### config.mk
export PLATFORM = sky130hd
export DESIGN_NAME = awt_engine
export DESIGN_NICKNAME = d
export VERILOG_FILES = /design/src/logic/awt_pkg.sv /design/src/logic/awt_engine.sv
export VERILOG_INCLUDE_DIRS = /design/src /design/src/logic
export SDC_FILE = /design/constraint.sdc
export NUM_CORES = 1
export LEC_CHECK = 0
export BUFFER_PORTS_ARGS = -buffer_cell sky130_fd_sc_hd__buf_2
export CAP_MARGIN = 25
export CORE_MARGIN = 10
export CORE_UTILIZATION = 30
export DETAILED_ROUTE_END_ITERATION = 10
export PLACE_DENSITY = 0.57
export SLEW_MARGIN = 25
export SYNTH_ARGS = -nofsm -noshare
export SYNTH_HDL_FRONTEND = slang
export SYNTH_SLANG_ARGS = --single-unit
### constraint.sdc
create_clock -name CORE_CLK -period 4.17 [get_ports CORE_CLK]
set_clock_uncertainty 0.15 [all_clocks]
set_input_delay 0.834 -clock CORE_CLK [delete_from_list [all_inputs] [get_ports CORE_CLK]]
set_output_delay 0.834 -clock CORE_CLK [all_outputs]
set_load 0.01 [all_outputs]
### src/logic/awt_defines.svh
// Operation
// - post trigger taken from any pin, edge selectable
// - pretrigger countdown, then reload post-trigger scan count
// - post trigger ignored before pretrigger countdown ends
// - exactly programmed scans after post trigger, then halt
// - post trigger output pulse 25-50 ns
// - scan start edge begins scan, starts sample counter
// - scan start output as pulse or in-progress level
// - conversions blocked until scan start; first timed conversion
// - scan interval counter starts on start trigger, stops
// - scan starts only inside sequence, gated
// - conversion output active-low 50-100 ns pulse
// - sample counter counts per scan, then reloads
// - no conversions outside an acquisition sequence
// - acquisition gate level masks scan starts
// - gate changes act only at scan boundaries
// - scan interval clock from pin or timebases
// - mux strobe 450 ns, 50-100 ns after conversion
// - latch strobe software level or eight-pulse burst
// - waveform trigger starts generation and update counter
// - refresh input needs posted-update mode set
// - refresh output active-low 50-75 ns pulse
// - update counter stoppable; software gate suppresses updates
// - start trigger edge begins acquisition sequence
// - one conversion per scan start
`ifndef AWT_DEFINES_SVH
`define AWT_DEFINES_SVH
`define AWT_CLK_NS 10
`define AWT_CYC_UP(ns) (((ns) + `AWT_CLK_NS - 1) / `AWT_CLK_NS)
`define AWT_CYC_DN(ns) ((ns) / `AWT_CLK_NS)
`define AWT_TRIG_PULSE_NS 25
`define AWT_CONV_PULSE_NS 50
`define AWT_UPD_PULSE_NS 50
`define AWT_MUX_DELAY_NS 50
`define AWT_MUX_WIDTH_NS 450
`define AWT_TB_FAST_NS 50
`define AWT_TB_SLOW_NS 10000
`define AWT_STB_SLOW_NS 10000
`define AWT_STB_FAST_NS 1200
`define AWT_STB_PHASES 16
`define AWT_NUM_PINS 10
`define AWT_PIN_START 0
`define AWT_PIN_POST 1
`define AWT_PIN_CONV 2
`define AWT_PIN_REFRESH 5
`define AWT_PIN_WAVE 6
`define AWT_PIN_SCAN 7
`define AWT_PIN_IDLE 10'h024
`define AWT_SI_FAST 2'h0
`define AWT_SI_SLOW 2'h1
`endif

### src/logic/awt_pkg.sv
package awt_pkg;
  typedef enum logic [1:0] {
    AWT_IDLE = 2'h0,
    AWT_PRE = 2'h1,
    AWT_ARMED = 2'h3,
    AWT_POST = 2'h2
  } awt_acq_t;
endpackage

### src/logic/awt_engine.sv
`timescale 1ns/10ps
`default_nettype none
`include "awt_defines.svh"
module awt_engine #(
  parameter int CW = 16
) (
  // clock and reset
  input wire logic CORE_CLK,
  input wire logic RST,
  // function pins
  input wire logic [`AWT_NUM_PINS-1:0] PIN_IN,
  output logic [`AWT_NUM_PINS-1:0] PIN_OUT,
  output logic [`AWT_NUM_PINS-1:0] PIN_OE,
  input wire logic [`AWT_NUM_PINS-1:0] PIN_DRIVE_EN,
  // input routing
  input wire logic [3:0] START_TRIG_SEL,
  input wire logic START_TRIG_POL,
  input wire logic START_TRIG_EXT,
  input wire logic SW_START,
  input wire logic [3:0] POST_TRIG_SEL,
  input wire logic POST_TRIG_POL,
  input wire logic [3:0] SCAN_START_SEL,
  input wire logic SCAN_START_POL,
  input wire logic [3:0] CONVERT_SEL,
  input wire logic CONVERT_POL,
  input wire logic [3:0] GATE_SEL,
  input wire logic GATE_POL,
  input wire logic [3:0] SI_CLK_SEL,
  input wire logic SI_CLK_POL,
  input wire logic [3:0] WF_TRIG_SEL,
  input wire logic WF_TRIG_POL,
  input wire logic [3:0] REFRESH_SEL,
  input wire logic REFRESH_POL,
  // acquisition control
  input wire logic PRETRIG_MODE,
  input wire logic [CW-1:0] PRETRIG_SCANS,
  input wire logic [CW-1:0] POST_SCANS,
  input wire logic SCAN_EXT,
  input wire logic [1:0] SI_SRC,
  input wire logic [CW-1:0] SI_RELOAD,
  input wire logic CONVERT_EXT,
  input wire logic [CW-1:0] SAMPLE_RELOAD,
  input wire logic GATE_EN,
  input wire logic SW_GATE,
  input wire logic SW_STOP,
  input wire logic SCAN_LEVEL_MODE,
  // mux and latch strobes
  input wire logic MUX_EN,
  input wire logic MUX_POL,
  input wire logic STROBE_HW_MODE,
  input wire logic STROBE_SW_LEVEL,
  input wire logic STROBE_GO,
  input wire logic STROBE_SLOW,
  // waveform output control
  input wire logic UPDATE_EXT,
  input wire logic UI_SLOW,
  input wire logic [CW-1:0] UI_RELOAD,
  input wire logic [CW-1:0] BUF_COUNT,
  input wire logic POSTED_UPDATE,
  input wire logic AO_SW_GATE,
  input wire logic AO_SW_STOP,
  // status and converter strobes
  output logic ACQ_ACTIVE,
  output logic SCAN_BUSY,
  output logic ADC_CONVERT,
  output logic WF_ACTIVE,
  output logic DAC_UPDATE,
  output logic MUX_ADVANCE,
  output logic LATCH_STROBE_N
);
  ////////////////////////////////////////////////////////////////////////////
  logic [15:0] pin_s1, pin_s2, pin_s3;
  function automatic logic pick(input logic [15:0] v, input logic [3:0] s, input logic p);
    pick = v[s] ^ p;
  endfunction
  // two-stage synchroniser, third stage only for edge detection
  always_ff @(posedge CORE_CLK) begin
    if (RST) begin
      pin_s1 <= 16'h0;
      pin_s2 <= 16'h0;
      pin_s3 <= 16'h0;
    end else begin
      pin_s1 <= {{(16-`AWT_NUM_PINS){1'b0}}, PIN_IN};
      pin_s2 <= pin_s1;
      pin_s3 <= pin_s2;
    end
  end
  logic e_start, e_post, e_scan, e_conv, e_si, e_wf, e_ref, gate_lvl;
  assign e_start = pick(pin_s2, START_TRIG_SEL, START_TRIG_POL) &
                   ~pick(pin_s3, START_TRIG_SEL, START_TRIG_POL);
  assign e_post = pick(pin_s2, POST_TRIG_SEL, POST_TRIG_POL) &
                  ~pick(pin_s3, POST_TRIG_SEL, POST_TRIG_POL);
  assign e_scan = pick(pin_s2, SCAN_START_SEL, SCAN_START_POL) &
                  ~pick(pin_s3, SCAN_START_SEL, SCAN_START_POL);
  assign e_conv = pick(pin_s2, CONVERT_SEL, CONVERT_POL) &
                  ~pick(pin_s3, CONVERT_SEL, CONVERT_POL);
  assign e_si = pick(pin_s2, SI_CLK_SEL, SI_CLK_POL) &
                ~pick(pin_s3, SI_CLK_SEL, SI_CLK_POL);
  assign e_wf = pick(pin_s2, WF_TRIG_SEL, WF_TRIG_POL) &
                ~pick(pin_s3, WF_TRIG_SEL, WF_TRIG_POL);
  assign e_ref = pick(pin_s2, REFRESH_SEL, REFRESH_POL) &
                 ~pick(pin_s3, REFRESH_SEL, REFRESH_POL);
  assign gate_lvl = pick(pin_s2, GATE_SEL, GATE_POL);

  ////////////////////////////////////////////////////////////////////////////
  // internal timebases
  logic [9:0] tb_fast, tb_slow;
  logic tick_fast, tick_slow;
  assign tick_fast = tb_fast == 10'(`AWT_CYC_DN(`AWT_TB_FAST_NS) - 1);
  assign tick_slow = tb_slow == 10'(`AWT_CYC_DN(`AWT_TB_SLOW_NS) - 1);
  always_ff @(posedge CORE_CLK) begin
    if (RST) begin
      tb_fast <= 10'h0;
      tb_slow <= 10'h0;
    end else begin
      tb_fast <= tick_fast ? 10'h0 : tb_fast + 10'h1;
      tb_slow <= tick_slow ? 10'h0 : tb_slow + 10'h1;
    end
  end

  ////////////////////////////////////////////////////////////////////////////
  // acquisition sequence
  awt_pkg::awt_acq_t st;
  logic [CW-1:0] scan_cnt, si_cnt, samp_cnt;
  logic last_scan, scan_busy, si_tick, si_req, scan_req, gate_act;
  logic start_go, post_go, scan_go, conv_go;
  assign start_go = (START_TRIG_EXT ? e_start : SW_START) &&
                    st == awt_pkg::AWT_IDLE;
  assign post_go = e_post && st == awt_pkg::AWT_ARMED;
  assign gate_act = (GATE_EN && gate_lvl) || SW_GATE;
  assign scan_req = SCAN_EXT ? e_scan : si_req;
  // gate sampled only when no scan is running, so scans are never cut
  assign scan_go = scan_req && st != awt_pkg::AWT_IDLE && !last_scan &&
                   !scan_busy && !gate_act;
  assign conv_go = scan_busy && st != awt_pkg::AWT_IDLE &&
                   (CONVERT_EXT ? e_conv : samp_cnt == '0);

  always_ff @(posedge CORE_CLK) begin
    if (RST) begin
      st <= awt_pkg::AWT_IDLE;
      scan_cnt <= '0;
      last_scan <= 1'b0;
    end else if (SW_STOP) begin
      st <= awt_pkg::AWT_IDLE;
      last_scan <= 1'b0;
    end else begin
      case (st)
        awt_pkg::AWT_IDLE: begin
          last_scan <= 1'b0;
          if (start_go) begin
            st <= PRETRIG_MODE ? awt_pkg::AWT_PRE : awt_pkg::AWT_POST;
            scan_cnt <= PRETRIG_MODE ? PRETRIG_SCANS : POST_SCANS;
          end
        end
        awt_pkg::AWT_PRE: begin
          if (scan_cnt == '0) begin
            st <= awt_pkg::AWT_ARMED;
            scan_cnt <= POST_SCANS;
          end else if (scan_go) begin
            scan_cnt <= scan_cnt - CW'(1);
          end
        end
        awt_pkg::AWT_ARMED: begin
          if (post_go) begin
            st <= awt_pkg::AWT_POST;
          end
        end
        awt_pkg::AWT_POST: begin
          if (last_scan && conv_go) begin
            st <= awt_pkg::AWT_IDLE;
          end else if (scan_go) begin
            scan_cnt <= scan_cnt - CW'(1);
            last_scan <= scan_cnt <= CW'(1);
          end
        end
        default: st <= awt_pkg::AWT_IDLE;
      endcase
    end
  end

  // scan interval counter
  always_comb begin
    case (SI_SRC)
      `AWT_SI_FAST: si_tick = tick_fast;
      `AWT_SI_SLOW: si_tick = tick_slow;
      default: si_tick = e_si;
    endcase
  end
  assign si_req = st != awt_pkg::AWT_IDLE && si_tick && si_cnt == '0;
  always_ff @(posedge CORE_CLK) begin
    if (RST) begin
      si_cnt <= '0;
    end else if (st == awt_pkg::AWT_IDLE) begin
      si_cnt <= SI_RELOAD;
    end else if (si_tick) begin
      si_cnt <= si_cnt == '0 ? SI_RELOAD : si_cnt - CW'(1);
    end
  end

  // one scan holds exactly one conversion
  always_ff @(posedge CORE_CLK) begin
    if (RST) begin
      scan_busy <= 1'b0;
      samp_cnt <= '0;
    end else if (scan_go) begin
      scan_busy <= 1'b1;
      samp_cnt <= SAMPLE_RELOAD;
    end else if (conv_go || st == awt_pkg::AWT_IDLE) begin
      scan_busy <= 1'b0;
      samp_cnt <= SAMPLE_RELOAD;
    end else if (scan_busy && samp_cnt != '0) begin
      samp_cnt <= samp_cnt - CW'(1);
    end
  end

  ////////////////////////////////////////////////////////////////////////////
  // waveform generation
  logic [CW-1:0] ui_cnt, buf_cnt;
  logic wf_go, upd_go, upd_int;
  assign wf_go = e_wf && !WF_ACTIVE;
  assign upd_int = WF_ACTIVE && (UI_SLOW ? tick_slow : tick_fast) && ui_cnt == '0;
  assign upd_go = !AO_SW_GATE &&
                  (UPDATE_EXT ? (POSTED_UPDATE && e_ref) : upd_int);
  always_ff @(posedge CORE_CLK) begin
    if (RST) begin
      WF_ACTIVE <= 1'b0;
      ui_cnt <= '0;
      buf_cnt <= '0;
    end else if (wf_go) begin
      WF_ACTIVE <= 1'b1;
      ui_cnt <= UI_RELOAD;
      buf_cnt <= BUF_COUNT;
    end else if (AO_SW_STOP) begin
      WF_ACTIVE <= 1'b0;
    end else if (WF_ACTIVE) begin
      if (UI_SLOW ? tick_slow : tick_fast) begin
        ui_cnt <= ui_cnt == '0 ? UI_RELOAD : ui_cnt - CW'(1);
      end
      if (upd_go) begin
        buf_cnt <= buf_cnt - CW'(1);
        WF_ACTIVE <= buf_cnt > CW'(1);
      end
    end
  end

  ////////////////////////////////////////////////////////////////////////////
  // output pulse stretchers: start, post, convert, refresh, wave, scan
  logic [5:0] p_start, p_on;
  logic [2:0] p_cnt [6];
  assign p_start = {scan_go, wf_go, upd_go, conv_go, post_go, start_go};
  always_ff @(posedge CORE_CLK) begin
    for (int i = 0; i < 6; i++) begin
      if (RST) begin
        p_cnt[i] <= 3'h0;
      end else if (p_start[i]) begin
        p_cnt[i] <= (i == 2 || i == 3) ?
          3'(`AWT_CYC_UP(`AWT_CONV_PULSE_NS)) : 3'(`AWT_CYC_UP(`AWT_TRIG_PULSE_NS));
      end else if (p_cnt[i] != 3'h0) begin
        p_cnt[i] <= p_cnt[i] - 3'h1;
      end
    end
  end
  always_comb begin
    for (int i = 0; i < 6; i++) begin
      p_on[i] = p_cnt[i] != 3'h0;
    end
  end

  logic [`AWT_NUM_PINS-1:0] next_pin;
  always_comb begin
    next_pin = `AWT_PIN_IDLE;
    next_pin[`AWT_PIN_START] = p_on[0];
    next_pin[`AWT_PIN_POST] = p_on[1];
    next_pin[`AWT_PIN_CONV] = ~p_on[2];
    next_pin[`AWT_PIN_REFRESH] = ~p_on[3];
    next_pin[`AWT_PIN_WAVE] = p_on[4];
    next_pin[`AWT_PIN_SCAN] = SCAN_LEVEL_MODE ? scan_busy : p_on[5];
  end
  always_ff @(posedge CORE_CLK) begin
    if (RST) begin
      PIN_OUT <= `AWT_PIN_IDLE;
      PIN_OE <= '0;
      ACQ_ACTIVE <= 1'b0;
      SCAN_BUSY <= 1'b0;
      ADC_CONVERT <= 1'b0;
      DAC_UPDATE <= 1'b0;
    end else begin
      PIN_OUT <= next_pin;
      PIN_OE <= PIN_DRIVE_EN;
      ACQ_ACTIVE <= st != awt_pkg::AWT_IDLE;
      SCAN_BUSY <= scan_busy;
      ADC_CONVERT <= conv_go;
      DAC_UPDATE <= upd_go;
    end
  end

  ////////////////////////////////////////////////////////////////////////////
  // mux advance strobe: delay then fixed width
  logic [6:0] mux_cnt;
  logic mux_act;
  assign mux_act = mux_cnt != 7'h0 && mux_cnt <= 7'(`AWT_CYC_DN(`AWT_MUX_WIDTH_NS));
  always_ff @(posedge CORE_CLK) begin
    if (RST) begin
      mux_cnt <= 7'h0;
      MUX_ADVANCE <= 1'b0;
    end else begin
      if (conv_go) begin
        mux_cnt <= 7'(`AWT_CYC_UP(`AWT_MUX_DELAY_NS) + `AWT_CYC_DN(`AWT_MUX_WIDTH_NS));
      end else if (mux_cnt != 7'h0) begin
        mux_cnt <= mux_cnt - 7'h1;
      end
      MUX_ADVANCE <= MUX_EN ? (mux_act ^ MUX_POL) : 1'b0;
    end
  end

  // latch strobe: software level or burst of eight low pulses
  logic [4:0] stb_phase;
  logic [9:0] stb_cnt, stb_per;
  assign stb_per = STROBE_SLOW ? 10'(`AWT_CYC_DN(`AWT_STB_SLOW_NS) - 1) :
                                 10'(`AWT_CYC_DN(`AWT_STB_FAST_NS) - 1);
  always_ff @(posedge CORE_CLK) begin
    if (RST) begin
      stb_phase <= 5'h0;
      stb_cnt <= 10'h0;
      LATCH_STROBE_N <= 1'b1;
    end else begin
      if (STROBE_HW_MODE && STROBE_GO && stb_phase == 5'h0) begin
        stb_phase <= 5'(`AWT_STB_PHASES);
        stb_cnt <= stb_per;
      end else if (stb_phase != 5'h0) begin
        stb_cnt <= stb_cnt == 10'h0 ? stb_per : stb_cnt - 10'h1;
        if (stb_cnt == 10'h0) begin
          stb_phase <= stb_phase - 5'h1;
        end
      end
      LATCH_STROBE_N <= STROBE_HW_MODE ?
        !(stb_phase != 5'h0 && !stb_phase[0]) : STROBE_SW_LEVEL;
    end
  end
endmodule
`default_nettype wire

Yosys cells after proc, flatten, opt, wreduce, memory -nomap -nowiden
Memory sizes are Yosys's and may differ from the RTL's. Cells that the tools add are included.

Register bits: 201. Latch bits: 0. Bits in writable memories: 18. Memory bits (read-only): 0. Logic and storage cells: 328. Memories kept: 1.

$add $sub $neg: 16. $mul: 0. Divide/modulo/power cells: 0. $lt $le $gt $ge: 11. Equal/unequal tests: 13. Shift operators: 0. Muxes and demuxes: 139. Bitwise operators: 46. Reductions and logical operators: 73.

Memories: p_cnt (depth 6, width 3, read ports 6, clocked after memory_dff 0, wr ports 6, line awt_engine.sv:249) `logic [2:0] p_cnt [6];`.

Operators with widths (count): 16-bit two-way mux (20); 16-bit by 1-bit subtractor with 16-bit output (second input constant) (5); 1-bit two-way mux (74); 16-bit zero test (4); 1-bit binary-select mux with 4-bit select (15); 16-bit one-hot mux with 3 select lines (1); 4-bit by 5-bit < comparator with 1-bit output (second input constant) (8); 10-bit two-way mux (4); 3-bit two-way mux (12); 3-bit nonzero test (8); 1-bit logical AND (22); 10-bit by 1-bit adder with 10-bit output (second input constant) (2); 2-bit nonzero test (10); 3-bit by 1-bit subtractor with 3-bit output (second input constant) (6); 16-bit by 1-bit > comparator with 1-bit output (second input constant) (1); 16-bit by 1-bit <= comparator with 1-bit output (second input constant) (1); 16-bit nonzero test (1); 1-bit bitwise XOR (16); 5-bit two-way mux (3); 6-bit two-way mux (2); 2-bit != test (second input constant) (6); 1-bit OR (12); 2-bit OR reduction (6); 1-bit inverter (11); 23 further kinds (48).

Depth between registers and ports, before layout
Gate-level depths: netlist (run 1).

Word-level depth: 18. Mapped depth: 12.

Worst setup path after synthesis (run 1)
Ideal clock, no wire load.

Path type: input-to-reg. From: input port SI_CLK_SEL[0]. To: memory p_cnt[5][0], enable pin. Library setup time: 0.268 ns. Arrival: 3.111 ns. Data required time: 3.752 ns. Setup slack: 0.641 ns. Cell stages on the path: 10. Buffers on the path: 3. Cell sequence: buf_2 > mux4_2 > nor2_1 > a2bb2oi_1 > o311ai_1 > or2_2 > buf_4 > and2_1 > buf_2 > or3_1.

RTL lines: from (decl) (line awt_engine.sv:28) `input wire logic [3:0] SI_CLK_SEL,`; to (decl) (line awt_engine.sv:249).

Worst setup path in the final report (run 1)
From: register si_cnt[0]. To: register scan_cnt[13].

Cells in the longest elaborated chain, start to end: 10.

Ends and longest elaborated chain: from (decl) (line awt_engine.sv:124) `logic [CW-1:0] scan_cnt, si_cnt, samp_cnt;`; from (signal assigned) (line awt_engine.sv:196) `si_cnt <= si_cnt == '0 ? SI_RELOAD : si_cnt - CW'(1);`; 16-bit zero test * (line awt_engine.sv:189) `assign si_req = st != awt_pkg::AWT_IDLE && si_tick && si_cnt == '0;`; 1-bit logical AND * (line awt_engine.sv:189); 1-bit two-way mux * (line awt_engine.sv:131) `assign scan_req = SCAN_EXT ? e_scan : si_req;`; 1-bit logical AND * (3 in a row) (line awt_engine.sv:133) `assign scan_go = scan_req && st != awt_pkg::AWT_IDLE && !last_scan &&`; 1-bit logical AND * (line awt_engine.sv:134) `!scan_busy && !gate_act;`; 16-bit two-way mux *; 16-bit two-way mux (on tied branches); 16-bit one-hot mux with 3 select lines *; to (signal assigned) (line awt_engine.sv:152) `scan_cnt <= PRETRIG_MODE ? PRETRIG_SCANS : POST_SCANS;`; to (signal assigned) (line awt_engine.sv:160) `scan_cnt <= scan_cnt - CW'(1);`; to (signal assigned) (line awt_engine.sv:172) `scan_cnt <= scan_cnt - CW'(1);`; to (decl) (line awt_engine.sv:124).

Every way passes the cells marked *; elsewhere a longest branch is shown, timed or not. The select of a mux whose other input is x is not followed. A chain may end at the register's enable or synchronous reset.

==> results of run 1 <==
-- worst max-delay path, cell delays in order, from the launching register on --
cell and delay (ps):
dfxtp_1 360, inv_1 90, ha_1 140, or4b_2 600, nor4_2 480, nand3b_1 150
o311ai_1 320, or2_2 340, buf_4 210, nand3_1 100, o311ai_1 290, a311oi_1 130
-- routing by layer --
layer	wire length, µm	vias to the layer above
li1	-	5380
met1	16400	5023
met2	16700	217
met3	1630	44
met4	726	4
met5	36	-
-- path summary, 6_finish.rpt --
| path | startpoint | end | slack, ps | cells past startpoint |
|---|---|---|---|---|
| max | si_cnt[0]$_SDFFE_PP0P_ | scan_cnt[13]$_SDFFE_PP0P_ | 660 | 11 |
| min reg2reg | pin_s1[7]$_SDFF_PP0_ | pin_s2[7]$_SDFF_PP0_ | 290 | 1 |
| max reg2reg | si_cnt[0]$_SDFFE_PP0P_ | scan_cnt[13]$_SDFFE_PP0P_ | 660 | 11 |
| min | pin_s1[7]$_SDFF_PP0_ | pin_s2[7]$_SDFF_PP0_ | 290 | 1 |
-- sequential cells by signal, summed over array words and instances (netlist names), 2 cells and up --
signal     cells
PIN_OE        10
PIN_OUT        6
buf_cnt       16
mux_cnt        7
p_cnt         18
pin_s1        10
pin_s2        10
pin_s3        10
samp_cnt      16
scan_cnt      16
si_cnt        16
st             2
stb_cnt       10
stb_phase      5
tb_fast       10
tb_slow       10
ui_cnt        16
-- where the power goes --
part           internal [W]  switching [W]
combinational      0.000818        0.00110
clock              0.000822       0.000889
sequential          0.00222       0.000212
-- Yosys cell counts (18+ instances only) --
cell type / n / area [µm²]
xor2_1: 27 / 236
nor3_1: 43 / 215
a211oi_1: 34 / 255
nor2_1: 150 / 563
o21ai_0: 72 / 360
edfxtp_1: 18 / 541
nand2_1: 113 / 424
mux2i_1: 51 / 510
ha_1: 33 / 413
inv_1: 73 / 274
clkbuf_1: 46 / 173
nand2b_1: 23 / 144
xnor2_1: 22 / 193
mux4_2: 22 / 495
a21oi_1: 66 / 330
nor2b_1: 67 / 419
or3_1: 22 / 138
dfxtp_1: 179 / 3580
nand3_1: 45 / 225
-- per-stage QoR --
stage	instance area, µm²	setup slack [ps]
6_report	13900	658
3_5_place_dp	13300	302
3_3_place_gp	13300	302
4_1_cts	13900	625
2_1_floorplan	11800	641
5_1_grt	13900	240
-- kinds of logic after synthesis --
| kind of cell | Yosys count | share of synthesized area, % |
|---|---|---|
| AO/OA/AOI/OAI | 313 | 18.1 |
| XOR/XNOR | 49 | 3.65 |
| adder cells (fa/ha/maj) | 33 | 3.51 |
| buffers and inverters | 147 | 5.27 |
| flip-flops | 197 | 35.1 |
| multiplexers | 86 | 9.81 |
| other | 1 | 0.0319 |
| AND/OR/NAND/NOR | 567 | 24.5 |
-- final cells by class --
| type | count | area [µm²] | area share [%] |
|---|---|---|---|
| antenna | 4 | 10.0 | 0.0721 |
| clock buffer | 18 | 439 | 3.16 |
| clock inverter | 14 | 150 | 1.08 |
| inverter | 73 | 274 | 1.97 |
| multi-input combinational | 1052 | 7040 | 50.7 |
| sequential | 197 | 4120 | 29.7 |
| tap | 518 | 648 | 4.67 |
| timing repair buffer | 226 | 1210 | 8.68 |
==> metrics.md, run 1 <==
| Metric | Value |
|---|---|
| Status | `finished clean` |
| IO Port Bufs | `202` |
| Area growth syn-to-layout | `18.2%` |
| Max VDD drop | `0.000281 V` |
| Vias in the first global route | `10600` |
| Layout cells sized above 1 | `20.7%` |
| Root Driver | `clkbuf_16` |
| Clk buf depth | `2` |
| Post-CTS Hold Buffers | `0` |
| Initial Utilization | `between 30% and 40%` |
| Routed length per placed instance | `16.9 µm` |
| Seq cells post-synth | `197` |
| Max Fclk | `approximately 0.28 GHz` |
| H-Tree Depth | `4` |
| GRT busiest layer | `met2` |
| Hold WS | `288 ps` |
| Fin. Hold Viols | `0` |
| Via count | `10700` |
| Die X | `218 µm` |
| Vias/cell | `5.08` |
| Pleak | `5.52 nW` |
| Fill count | `4046` |
| Core Rows | `72` |
| Max Slew Vio Count | `0` |
| Crit share post-route | `84.2%` |
| # Post-CTS Setup Buffers | `0` |
| Overflow after GRT | `0` |
| Nets | `between 1500 and 2000` |
| Mapped Cells | `1393` |
| Slew margin rel. | `42.0%` |
| Most frequent cells in the layout | `buf_2 (201), dfxtp_1 (179), nor2_1 (150), nand2_1 (113), inv_1 (73)` |
| Setup TNS | `0 ps` |
| Num CTS Buffers | `17` |
| Dpl cells | `just over 2000` |
| Worst EP required | `4340 ps` |
| Clock Pin Slew Worst Setup and Hold Paths | `80 ps` |
| RSZ-0062 raised after global routing | `no` |
| FFs w/ async S/R, synth | `0%` |
| Fin cells | `between 2000 and 2500` |
| Fin crit period | `~3500 ps` |
| CTS resizes | `0` |
| Most common cell after layout, fill and taps aside | `buf_2` |
| Gpl congestion | `0.842` |
| CP Class | `reg -> reg` |
| Cell area after synthesis | `11800 µm²` |
| Pwr Density | `436 nW/µm²` |
| Synth unique cells | `80` |
| Die area | `roughly 47000 µm²` |
| Worst Setup End Kind | `flip-flop` |
| Seq/Total Area, Yosys | `around a third` |
| Synth warnings | `0` |
| Tightest Hold Check Type | `reg -> reg` |
| DRT iter0 DRCs | `561` |
| Met1 usage | `18.6%` |
| First-pass GRT wire length | `56.7 mm` |
| Sink Count | `around 200` |
| Mean Syn Cell Area | `roughly 8.4 µm²` |
| CORE AREA | `38600 µm²` |
| Chip Height | `218 µm` |
| Worst-path fanout max | `11` |
| I/O pin count | `207` |
| Total track usage | `14.8%` |
| CP arrival | `3680 ps` |
| GRT met2 Usage | `around 24%` |
| Pre-antenna DRT Iters | `5` |
| Final wirelength | `35.5 mm` |
| Predominant post-synthesis flop cell | `dfxtp_1` |
| Tot Pwr | `0.00606 W` |
| GR Util met3 | `3.13%` |
| Utilization after layout | `35.9%` |
| Worst Setup Start Kind | `flip-flop` |
| Slew @ Worst Pin | `between 800 and 900 ps` |
| Maxcap violations | `0` |
| CTS tree | `yes` |
| Routed Antenna Nets | `0` |
| Final setup viols | `0` |
| Clock latency on the worst-skew pair | `470 ps` |
| Post-synth EDFFs | `18` |
| Largest net degree at the start of global routing | `77` |
| Initial antenna violation count | `5` |
| Hpwl dp | `26.7 mm` |
| # DRC | `0` |
No activity file was read; power rests on OpenSTA's default activity.
==> inputs of run 2 (changes only) <==
ABC_AREA = 1   (was not set)
PLACE_DENSITY = 0.59   (was 0.57)
clock period = 2.9 ns   (was 4.17 ns; I/O delays follow)
==> metrics.md, run 2 <==
| Metric | Value |
|---|---|
| Routed Antenna Nets | `0 (unchanged)` |
| Worst Setup End Kind | `flip-flop (unchanged)` |
| CP Class | `reg -> reg (unchanged)` |
| Switching share of power | `38.1% (was 36.4%)` |
| Crit path cell chain | `inv_1 -> a21oi_1 -> o21ai_0 -> nand2_1 -> o211ai_1 -> nand2_1 -> inv_1 -> a31oi_1 -> nand2_1 -> buf_4 -> nand2_1 -> inv_1 -> a21oi_1 -> nand2_1 (was inv_1 -> ha_1 -> or4b_2 -> nor4_2 -> nand3b_1 -> o311ai_1 -> or2_2 -> buf_4 -> nand3_1 -> o311ai_1 -> a311oi_1)` |
| Gpl congestion | `0.897 (was 0.842)` |
| Area growth syn-to-layout | `18.0% (was 18.2%)` |
| Die area | `49900 µm² (was 47500 µm²)` |
| Slowest stage delay, CP | `470 ps (was 600 ps)` |
| Worst EP required | `2940 ps (was 4340 ps)` |
| Root Driver | `clkbuf_16 (unchanged)` |
| Power share of the sequential group | `37.2% (was 40.1%)` |
| Worst Setup Start Kind | `flip-flop (unchanged)` |
| Fill count | `4366 (was 4046)` |
| Total track usage | `15.1% (was 14.8%)` |
| Mapped Cells | `1909 (was 1393)` |
| Slew @ Worst Pin | `705 ps (was 870 ps)` |
| Psw | `0.00374 W (was 0.00220 W)` |
| Seq cells post-synth | `197 (unchanged)` |
| Utilization after layout | `35.9% (about the same)` |
| Post-synth top cells | `nand2_1 (357), nor2_1 (272), inv_1 (262) (was dfxtp_1 (179), nor2_1 (150), nand2_1 (113))` |
| Fin. Hold Viols | `0 (unchanged)` |
| Seq/Total Area, Yosys | `33.2% (was 35.1%)` |
| Clock Power Share | `26.2% (was 28.2%)` |
| Pre-antenna DRT Iters | `5 (unchanged)` |
| Crit-path most repeated cell | `nand2_1 (was o311ai_1)` |
| H-Tree Depth | `4 (unchanged)` |
| Crit path depth | `14 (was 11)` |
| # DRC | `0 (unchanged)` |
| Setup TNS | `0 ps (unchanged)` |
| Max Fclk | `0.380 GHz (was 0.285 GHz)` |
| Dpl ws | `4.26 ps (was 302 ps)` |
| Vias in the first global route | `12000 (was 10600)` |
| Initial Utilization | `30.4% (about the same)` |
| FFs w/ async S/R, synth | `0% (unchanged)` |
| Max VDD drop | `0.000446 V (was 0.000281 V)` |
| Layout cells sized above 1 | `14.7% (was 20.7%)` |
| CORE AREA | `40800 µm² (was 38600 µm²)` |
| Top-count cell post-synth | `nand2_1 (was dfxtp_1)` |
| Max reg flops | `18 (unchanged)` |
| Overflow after GRT | `0 (unchanged)` |
| Post-synth EDFFs | `18 (unchanged)` |
| Hpwl dp | `29.7 mm (was 26.7 mm)` |
| Clock latency on the worst-skew pair | `460 ps (was 470 ps)` |
| RSZ-0062 raised after global routing | `no (unchanged)` |
| Clock Pin Slew Worst Setup and Hold Paths | `70 ps (was 80 ps)` |
| Vias/cell | `4.84 (was 5.08)` |
| Nets | `2308 (was 1780)` |
| IO Port Bufs | `202 (unchanged)` |
| Synth unique cells | `56 (was 80)` |
| Most frequent cells in the layout | `nand2_1 (356), nor2_1 (271), inv_1 (260), buf_2 (201), dfxtp_1 (179) (was buf_2 (201), dfxtp_1 (179), nor2_1 (150), nand2_1 (113), inv_1 (73))` |
| Top reg by flops | `p_cnt (unchanged)` |
| Worst setup endpoint | `p_cnt[4][2]$_SDFFCE_PN0P_ (was scan_cnt[13]$_SDFFE_PP0P_)` |
| Final wirelength | `39.2 mm (was 35.5 mm)` |
| Fin area | `14600 µm² (was 13900 µm²)` |
| Buf+Inv Stages, Crit Path | `4 (was 2)` |
| Pleak | `6.91 nW (was 5.52 nW)` |
| Family with the most delay on the worst path | `compound AO/OA/AOI/OAI gates (was simple AND/OR/NAND/NOR gates)` |
| Mean Syn Cell Area | `6.50 µm² (was 8.44 µm²)` |
| Synth top area cells | `dfxtp_1 (29%), nand2_1 (11%), nor2_1 (8.2%), inv_1 (7.9%), o21ai_0 (6.9%) (was dfxtp_1 (30%), nor2_1 (4.8%), edfxtp_1 (4.6%), mux2i_1 (4.3%), mux4_2 (4.2%))` |
| Worst-path fanout max | `9 (was 11)` |
| Predominant post-synthesis flop cell | `dfxtp_1 (unchanged)` |
| Crit share post-route | `90.8% (was 84.2%)` |
| R2R Setup Slk | `270 ps (was 660 ps)` |
| Post-DP Area | `14000 µm² (was 13300 µm²)` |
| Sink Count | `197 (unchanged)` |
| Most common cell after layout, fill and taps aside | `nand2_1 (was buf_2)` |
| Slowest CP cell | `dfxtp_1 (was or4b_2)` |
| Synth warnings | `0 (unchanged)` |
| Core Rows | `74 (was 72)` |
| Initial antenna violation count | `9 (was 5)` |
| Largest net degree at the start of global routing | `93 (was 77)` |
| CTS tree | `yes (unchanged)` |
| Status | `finished clean (unchanged)` |
| Via count | `12800 (was 10700)` |
| Fin cells | `2642 (was 2102)` |
| Synth top area share | `28.9% (was 30.5%)` |
| Chip Height | `223 µm (was 218 µm)` |
| Tightest Hold Check Type | `in -> reg (was reg -> reg)` |
| CP startpoint | `pin_s2[2]$_SDFF_PP0_ (was si_cnt[0]$_SDFFE_PP0P_)` |
| Max Slew Vio Count | `0 (unchanged)` |
| Maxcap violations | `0 (unchanged)` |
| Pint | `0.00606 W (was 0.00386 W)` |
| Cell area after synthesis | `12400 µm² (was 11800 µm²)` |
| Hold Startpoint | `MUX_POL (was pin_s1[7]$_SDFF_PP0_)` |
| First-pass GRT wire length | `62.1 mm (was 56.7 mm)` |
| Fin crit period | `2630 ps (was 3510 ps)` |
| Die X | `223 µm (was 218 µm)` |
| DRT iter0 DRCs | `763 (was 561)` |
| Slew margin rel. | `53.0% (was 42.0%)` |
| Dpl cells | `2607 (was 2066)` |
| Final setup viols | `0 (unchanged)` |
| Leading area contributor after synthesis | `dfxtp_1 (unchanged)` |
| Post-CTS Hold Buffers | `0 (unchanged)` |
| Pwr Density | `669 nW/µm² (was 436 nW/µm²)` |
| CP arrival | `2670 ps (was 3680 ps)` |
| Critical R2R Launch | `pin_s2[2]$_SDFF_PP0_ (was si_cnt[0]$_SDFFE_PP0P_)` |
| I/O pin count | `207 (unchanged)` |
| Clk buf depth | `2 (unchanged)` |
| Routed length per placed instance | `14.8 µm (was 16.9 µm)` |
| Num CTS Buffers | `17 (unchanged)` |
| Reg2reg path depth | `14 (was 11)` |
| Reg2reg end | `p_cnt[4][2]$_SDFFCE_PN0P_ (was scan_cnt[13]$_SDFFE_PP0P_)` |
| Final worst setup slack | `268 ps (was 658 ps)` |
| Combinational fraction of design power | `36.7% (was 31.7%)` |
[run 2: cell count changes in the layout (fill, tap and decap cells not counted), sizes merged, moves of 15 or more]
| cell | change |
|---|---|
| nand2 | +249 |
| inv | +195 |
| nor2 | +126 |
| o21ai | +114 |
| a21oi | +107 |
| nor2b | -67 |
| nand3 | +52 |
| mux2i | -51 |
| a211oi | -29 |
| o211ai | +29 |
| nand2b | -23 |
| mux4 | -22 |
| or3 | -21 |
| a311oi | -15 |
[run 2: how the worst min path moves through the flow]
| stage | slack (ps) | depth (start not counted) | endpoint |
|---|---|---|---|
| 2_1_floorplan | 240 | 2 | pin_s2[0]$_SDFF_PP0_ |
| 3_3_place_gp | 240 | 2 | pin_s2[3]$_SDFF_PP0_ |
| 3_5_place_dp | 240 | 2 | pin_s2[9]$_SDFF_PP0_ |
| 4_1_cts | 130 | 2 | MUX_ADVANCE$_SDFF_PP0_ |
| 5_1_grt | 150 | 2 | MUX_ADVANCE$_SDFF_PP0_ |
| 6_report | 160 | 2 | MUX_ADVANCE$_SDFF_PP0_ |
[run 2: per-layer routing]
metal,up-vias,global-route usage (%),share of wire (%)
met4,10,4.66,1.8
li1,6584,-,-
met5,-,0,0.15
met3,50,3.45,5.4
met1,5844,19.1,46
met2,300,25.0,46
[run 2: metrics by stage]
step	power (W)	hold slack, ps
2_1_floorplan	0.00631	238
3_3_place_gp	0.00717	241
3_5_place_dp	0.00725	243
4_1_cts	0.00987	128
5_1_grt	0.0106	154
6_report	0.00979	158
[run 2: area by class of cell]
| type | count | area (µm²) | area share, % |
|---|---|---|---|
| diodes | 2 | 5.00 | 0.0342 |
| clock buffers | 23 | 509 | 3.48 |
| clock inverters | 9 | 109 | 0.743 |
| inverters | 274 | 1030 | 7.06 |
| multi-input cells | 1369 | 6890 | 47.1 |
| flip-flops and latches | 197 | 4120 | 28.2 |
| well taps | 532 | 666 | 4.54 |
| repair buffers | 236 | 1310 | 8.92 |
[run 2: logic make-up (layout without fill, tap and decap cells)]
kind of cell / after synthesis / after routing / synth area share [%]
XOR/XNOR: 61 / 61 / 4.30
buffers and inverters: 346 / 542 / 11.5
AO/OA/AOI/OAI: 434 / 434 / 19.2
flip-flops: 197 / 197 / 33.2
adder cells (fa/ha/maj): 33 / 33 / 3.33
other: 1 / 6 / 0.0302
AND/OR/NAND/NOR: 837 / 837 / 28.5
[run 2: repair_timing]
action                                  4_1_cts  5_1_grt
gates resized for setup                       0        5
endpoints found under the setup margin        0       11
buffers inserted                              0        1
[run 2: power groups by stage]
stage                     sequential [W]  clock [W]  combinational (W)
after floorplan                  0.00361          0            0.00270
after global placement           0.00368          0            0.00349
after detailed placement         0.00369          0            0.00357
after CTS                        0.00363    0.00265            0.00359
after global routing             0.00371    0.00274            0.00416
final                            0.00364    0.00256            0.00359
[run 2: worst reg2reg max path, cell delays in order (launching register included)]
cell and delay [ps]:
dfxtp_1 470, inv_1 200, a21oi_1 150, o21ai_0 110
nand2_1 80, o211ai_1 80, nand2_1 90, inv_1 40
a31oi_1 120, nand2_1 180, buf_4 230, nand2_1 80
inv_1 60, a21oi_1 200, nand2_1 150
==> inputs of run 3 (changes only) <==
ABC_AREA = not set   (was 1)
==> metrics.md, run 3 (same netlist as run 1, synthesis figures left out) <==
| Metric | Value |
|---|---|
| Most frequent cells in the layout | `buf_2 (201), dfxtp_1 (162), buf_4 (135), nor2_1 (134), nand2_1 (107) (was nand2_1 (356), nor2_1 (271), inv_1 (260), buf_2 (201), dfxtp_1 (179))` |
| H-Tree Depth | `4 (unchanged)` |
| Hold Crit Depth | `2 (unchanged)` |
| Vias in the first global route | `11400 (was 12000)` |
| Tightest Hold Check Type | `in -> reg (unchanged)` |
| Gpl congestion | `0.854 (was 0.897)` |
| Post-CTS Hold Buffers | `0 (unchanged)` |
| Worst Setup Start Kind | `flip-flop (unchanged)` |
| Most common cell after layout, fill and taps aside | `buf_2 (was nand2_1)` |
| Fin. Hold Viols | `0 (unchanged)` |
| CP startpoint | `pin_s2[3]$_SDFF_PP0_ (was pin_s2[2]$_SDFF_PP0_)` |
| RSZ-0062 raised after global routing | `yes (was no)` |
| Hold Startpoint | `SCAN_LEVEL_MODE (was MUX_POL)` |
| CORE AREA | `38600 µm² (was 40800 µm²)` |
| Core Rows | `72 (was 74)` |
| Die X | `218 µm (was 223 µm)` |
| Fin crit period | `2970 ps (was 2630 ps)` |
| Hold WS | `131 ps (was 158 ps)` |
| Failing checks | `negative setup slack` |
| Pleak | `6.54 nW (was 6.91 nW)` |
| Total track usage | `15.9% (was 15.1%)` |
| Reg2reg end | `samp_cnt[1]$_SDFFE_PP0P_ (was p_cnt[4][2]$_SDFFCE_PN0P_)` |
| Slew @ Worst Pin | `720 ps (was 705 ps)` |
| Max Fclk | `0.337 GHz (was 0.380 GHz)` |
| Routed Antenna Nets | `0 (unchanged)` |
| Routed length per placed instance | `17.2 µm (was 14.8 µm)` |
| # DRC | `0 (unchanged)` |
| Maxcap violations | `0 (unchanged)` |
| Chip Height | `218 µm (was 223 µm)` |
| Final worst setup slack | `-66.5 ps (was 268 ps)` |
| DRT iter0 DRCs | `722 (was 763)` |
| Layout cells sized above 1 | `35.5% (was 14.7%)` |
| Clock Pin Slew Worst Setup and Hold Paths | `80 ps (was 70 ps)` |
| Overflow after GRT | `0 (unchanged)` |
| Largest net degree at the start of global routing | `50 (was 93)` |
| Fill count | `3813 (was 4366)` |
| Worst-path fanout max | `8 (was 9)` |
| Slew margin rel. | `51.7% (was 53.0%)` |
| Die area | `47500 µm² (was 49900 µm²)` |
| Nets | `1934 (was 2308)` |
| I/O pin count | `207 (unchanged)` |
| Area of the multi-input gates | `7820 µm² (was 6890 µm²)` |
| R2R Setup Slk | `-70 ps (was 270 ps)` |
| Initial Utilization | `30.4% (about the same)` |
| CP Class | `reg -> reg (unchanged)` |
| Area growth syn-to-layout | `37.5% (was 18.0%)` |
| Clk buf depth | `2 (unchanged)` |
| Dpl ws | `-492 ps (was 4.26 ps)` |
| Hold EP | `PIN_OUT[7]$_SDFF_PP0_ (was MUX_ADVANCE$_SDFF_PP0_)` |
| CTS tree | `yes (unchanged)` |
| Worst EP required | `3120 ps (was 2940 ps)` |
| Vias/cell | `5.18 (was 4.84)` |
| Hpwl dp | `28.3 mm (was 29.7 mm)` |
| Crit share post-route | `102% (was 90.8%)` |
| Status | `finished with violations (was finished clean)` |
| Pre-antenna DRT Iters | `7 (was 5)` |
| Max reg flops | `18 (unchanged)` |
| Root Driver | `clkbuf_16 (unchanged)` |
| IO Port Bufs | `202 (unchanged)` |
| Via count | `11700 (was 12800)` |
| Reg2reg path depth | `12 (was 14)` |
| Clock latency on the worst-skew pair | `490 ps (was 460 ps)` |
| Final wirelength | `38.8 mm (was 39.2 mm)` |
| Final setup viols | `9 (was 0)` |
| Max VDD drop | `0.000447 V (was 0.000446 V)` |
| Num CTS Buffers | `17 (unchanged)` |
| First-pass GRT wire length | `60.3 mm (was 62.1 mm)` |
| Max Slew Vio Count | `0 (unchanged)` |
| Top reg by flops | `p_cnt (unchanged)` |
| Seq. cell area | `4160 µm² (was 4120 µm²)` |
| Initial antenna violation count | `10 (was 9)` |
| Sink Count | `197 (unchanged)` |
| Pwr Density | `586 nW/µm² (was 669 nW/µm²)` |
| Worst Setup End Kind | `flip-flop (unchanged)` |
| Critical R2R Launch | `pin_s2[3]$_SDFF_PP0_ (was pin_s2[2]$_SDFF_PP0_)` |
| CP arrival | `3180 ps (was 2670 ps)` |
run 3: changes by cell type in the layout (fill, tap and decap cells not counted), moves of 24 or more:
cell and change:
inv_1 -190, buf_4 +103, nand3_1 -57, nand2_1 -249, o21ai_0 -108, o211ai_1 -28, buf_6 +24, a21oi_1 -109
mux2i_1 +49, nor2_1 -137, nor2b_1 +65
run 3: worst max path at each step:
stage	cells after the start	end
6_report	12	samp_cnt[1]$_SDFFE_PP0P_
5_1_grt	12	samp_cnt[1]$_SDFFE_PP0P_
4_1_cts	10	buf_cnt[8]$_SDFFE_PP0P_
3_5_place_dp	10	scan_cnt[13]$_SDFFE_PP0P_
3_3_place_gp	10	scan_cnt[13]$_SDFFE_PP0P_
2_1_floorplan	11	scan_cnt[13]$_SDFFE_PP0P_
run 3: layout make-up:
type                    instances  area share [%]
multi-input cells            1054            48.4
flip-flops and latches        197            25.8
repair buffers                378            16.5
well taps                     518            4.01
clock buffers                  18            2.79
inverters                      73            1.70
clock inverters                14           0.805
diodes                          5          0.0774
run 3: where the power goes:
| group | internal, W | switching (W) | leakage (nW) |
|---|---|---|---|
| Combinational | 0.00165 | 0.00190 | 4.58 |
| Clock | 0.00119 | 0.00125 | 0.285 |
| Sequential | 0.00319 | 0.000283 | 1.68 |
| Total | 0.00603 | 0.00344 | 6.54 |
run 3: metal layers:
metal	up-vias	GRT usage (%)	part of all wire, %
li1	5704	-	-
met3	62	4.60	6.8
met4	10	6.09	2.0
met5	-	0	0.16
met2	373	25.3	46
met1	5532	19.8	45
run 3: timing repair:
item,4_1_cts,5_1_grt
setup buffers,22,12
gates cloned,3,3
setup endpoints to repair,53,85
pin swaps,30,62
resized for setup,80,116
run 3: per-stage QoR:
| stage | cell area (µm²) | util, % | power (W) | cells | TNS (ps) |
|---|---|---|---|---|---|
| final | 16200 | 41.8 | 0.00947 | 2257 | -231 |
| after global routing | 16100 | 41.8 | 0.0101 | 2254 | -5160 |
| after CTS | 15500 | 40.2 | 0.00935 | 2240 | -476 |
| after detailed placement | 14400 | 37.2 | 0.00673 | 2183 | -24980 |
| after global placement | 14400 | 37.2 | 0.00664 | 2183 | -21450 |
| after floorplan | 12000 | - | 0.00566 | 1396 | -2180 |
run 3: worst max-delay path, cell delays in order, from the launching register on:
cell,delay [ps]
dfxtp_4,360
buf_12,130
mux4_2,500
nor2_4,120
a2bb2oi_4,210
o311ai_4,130
or2_4,300
buf_6,120
a221oi_4,260
buf_4,180
buf_12,140
mux2i_1,180
nor2_1,50
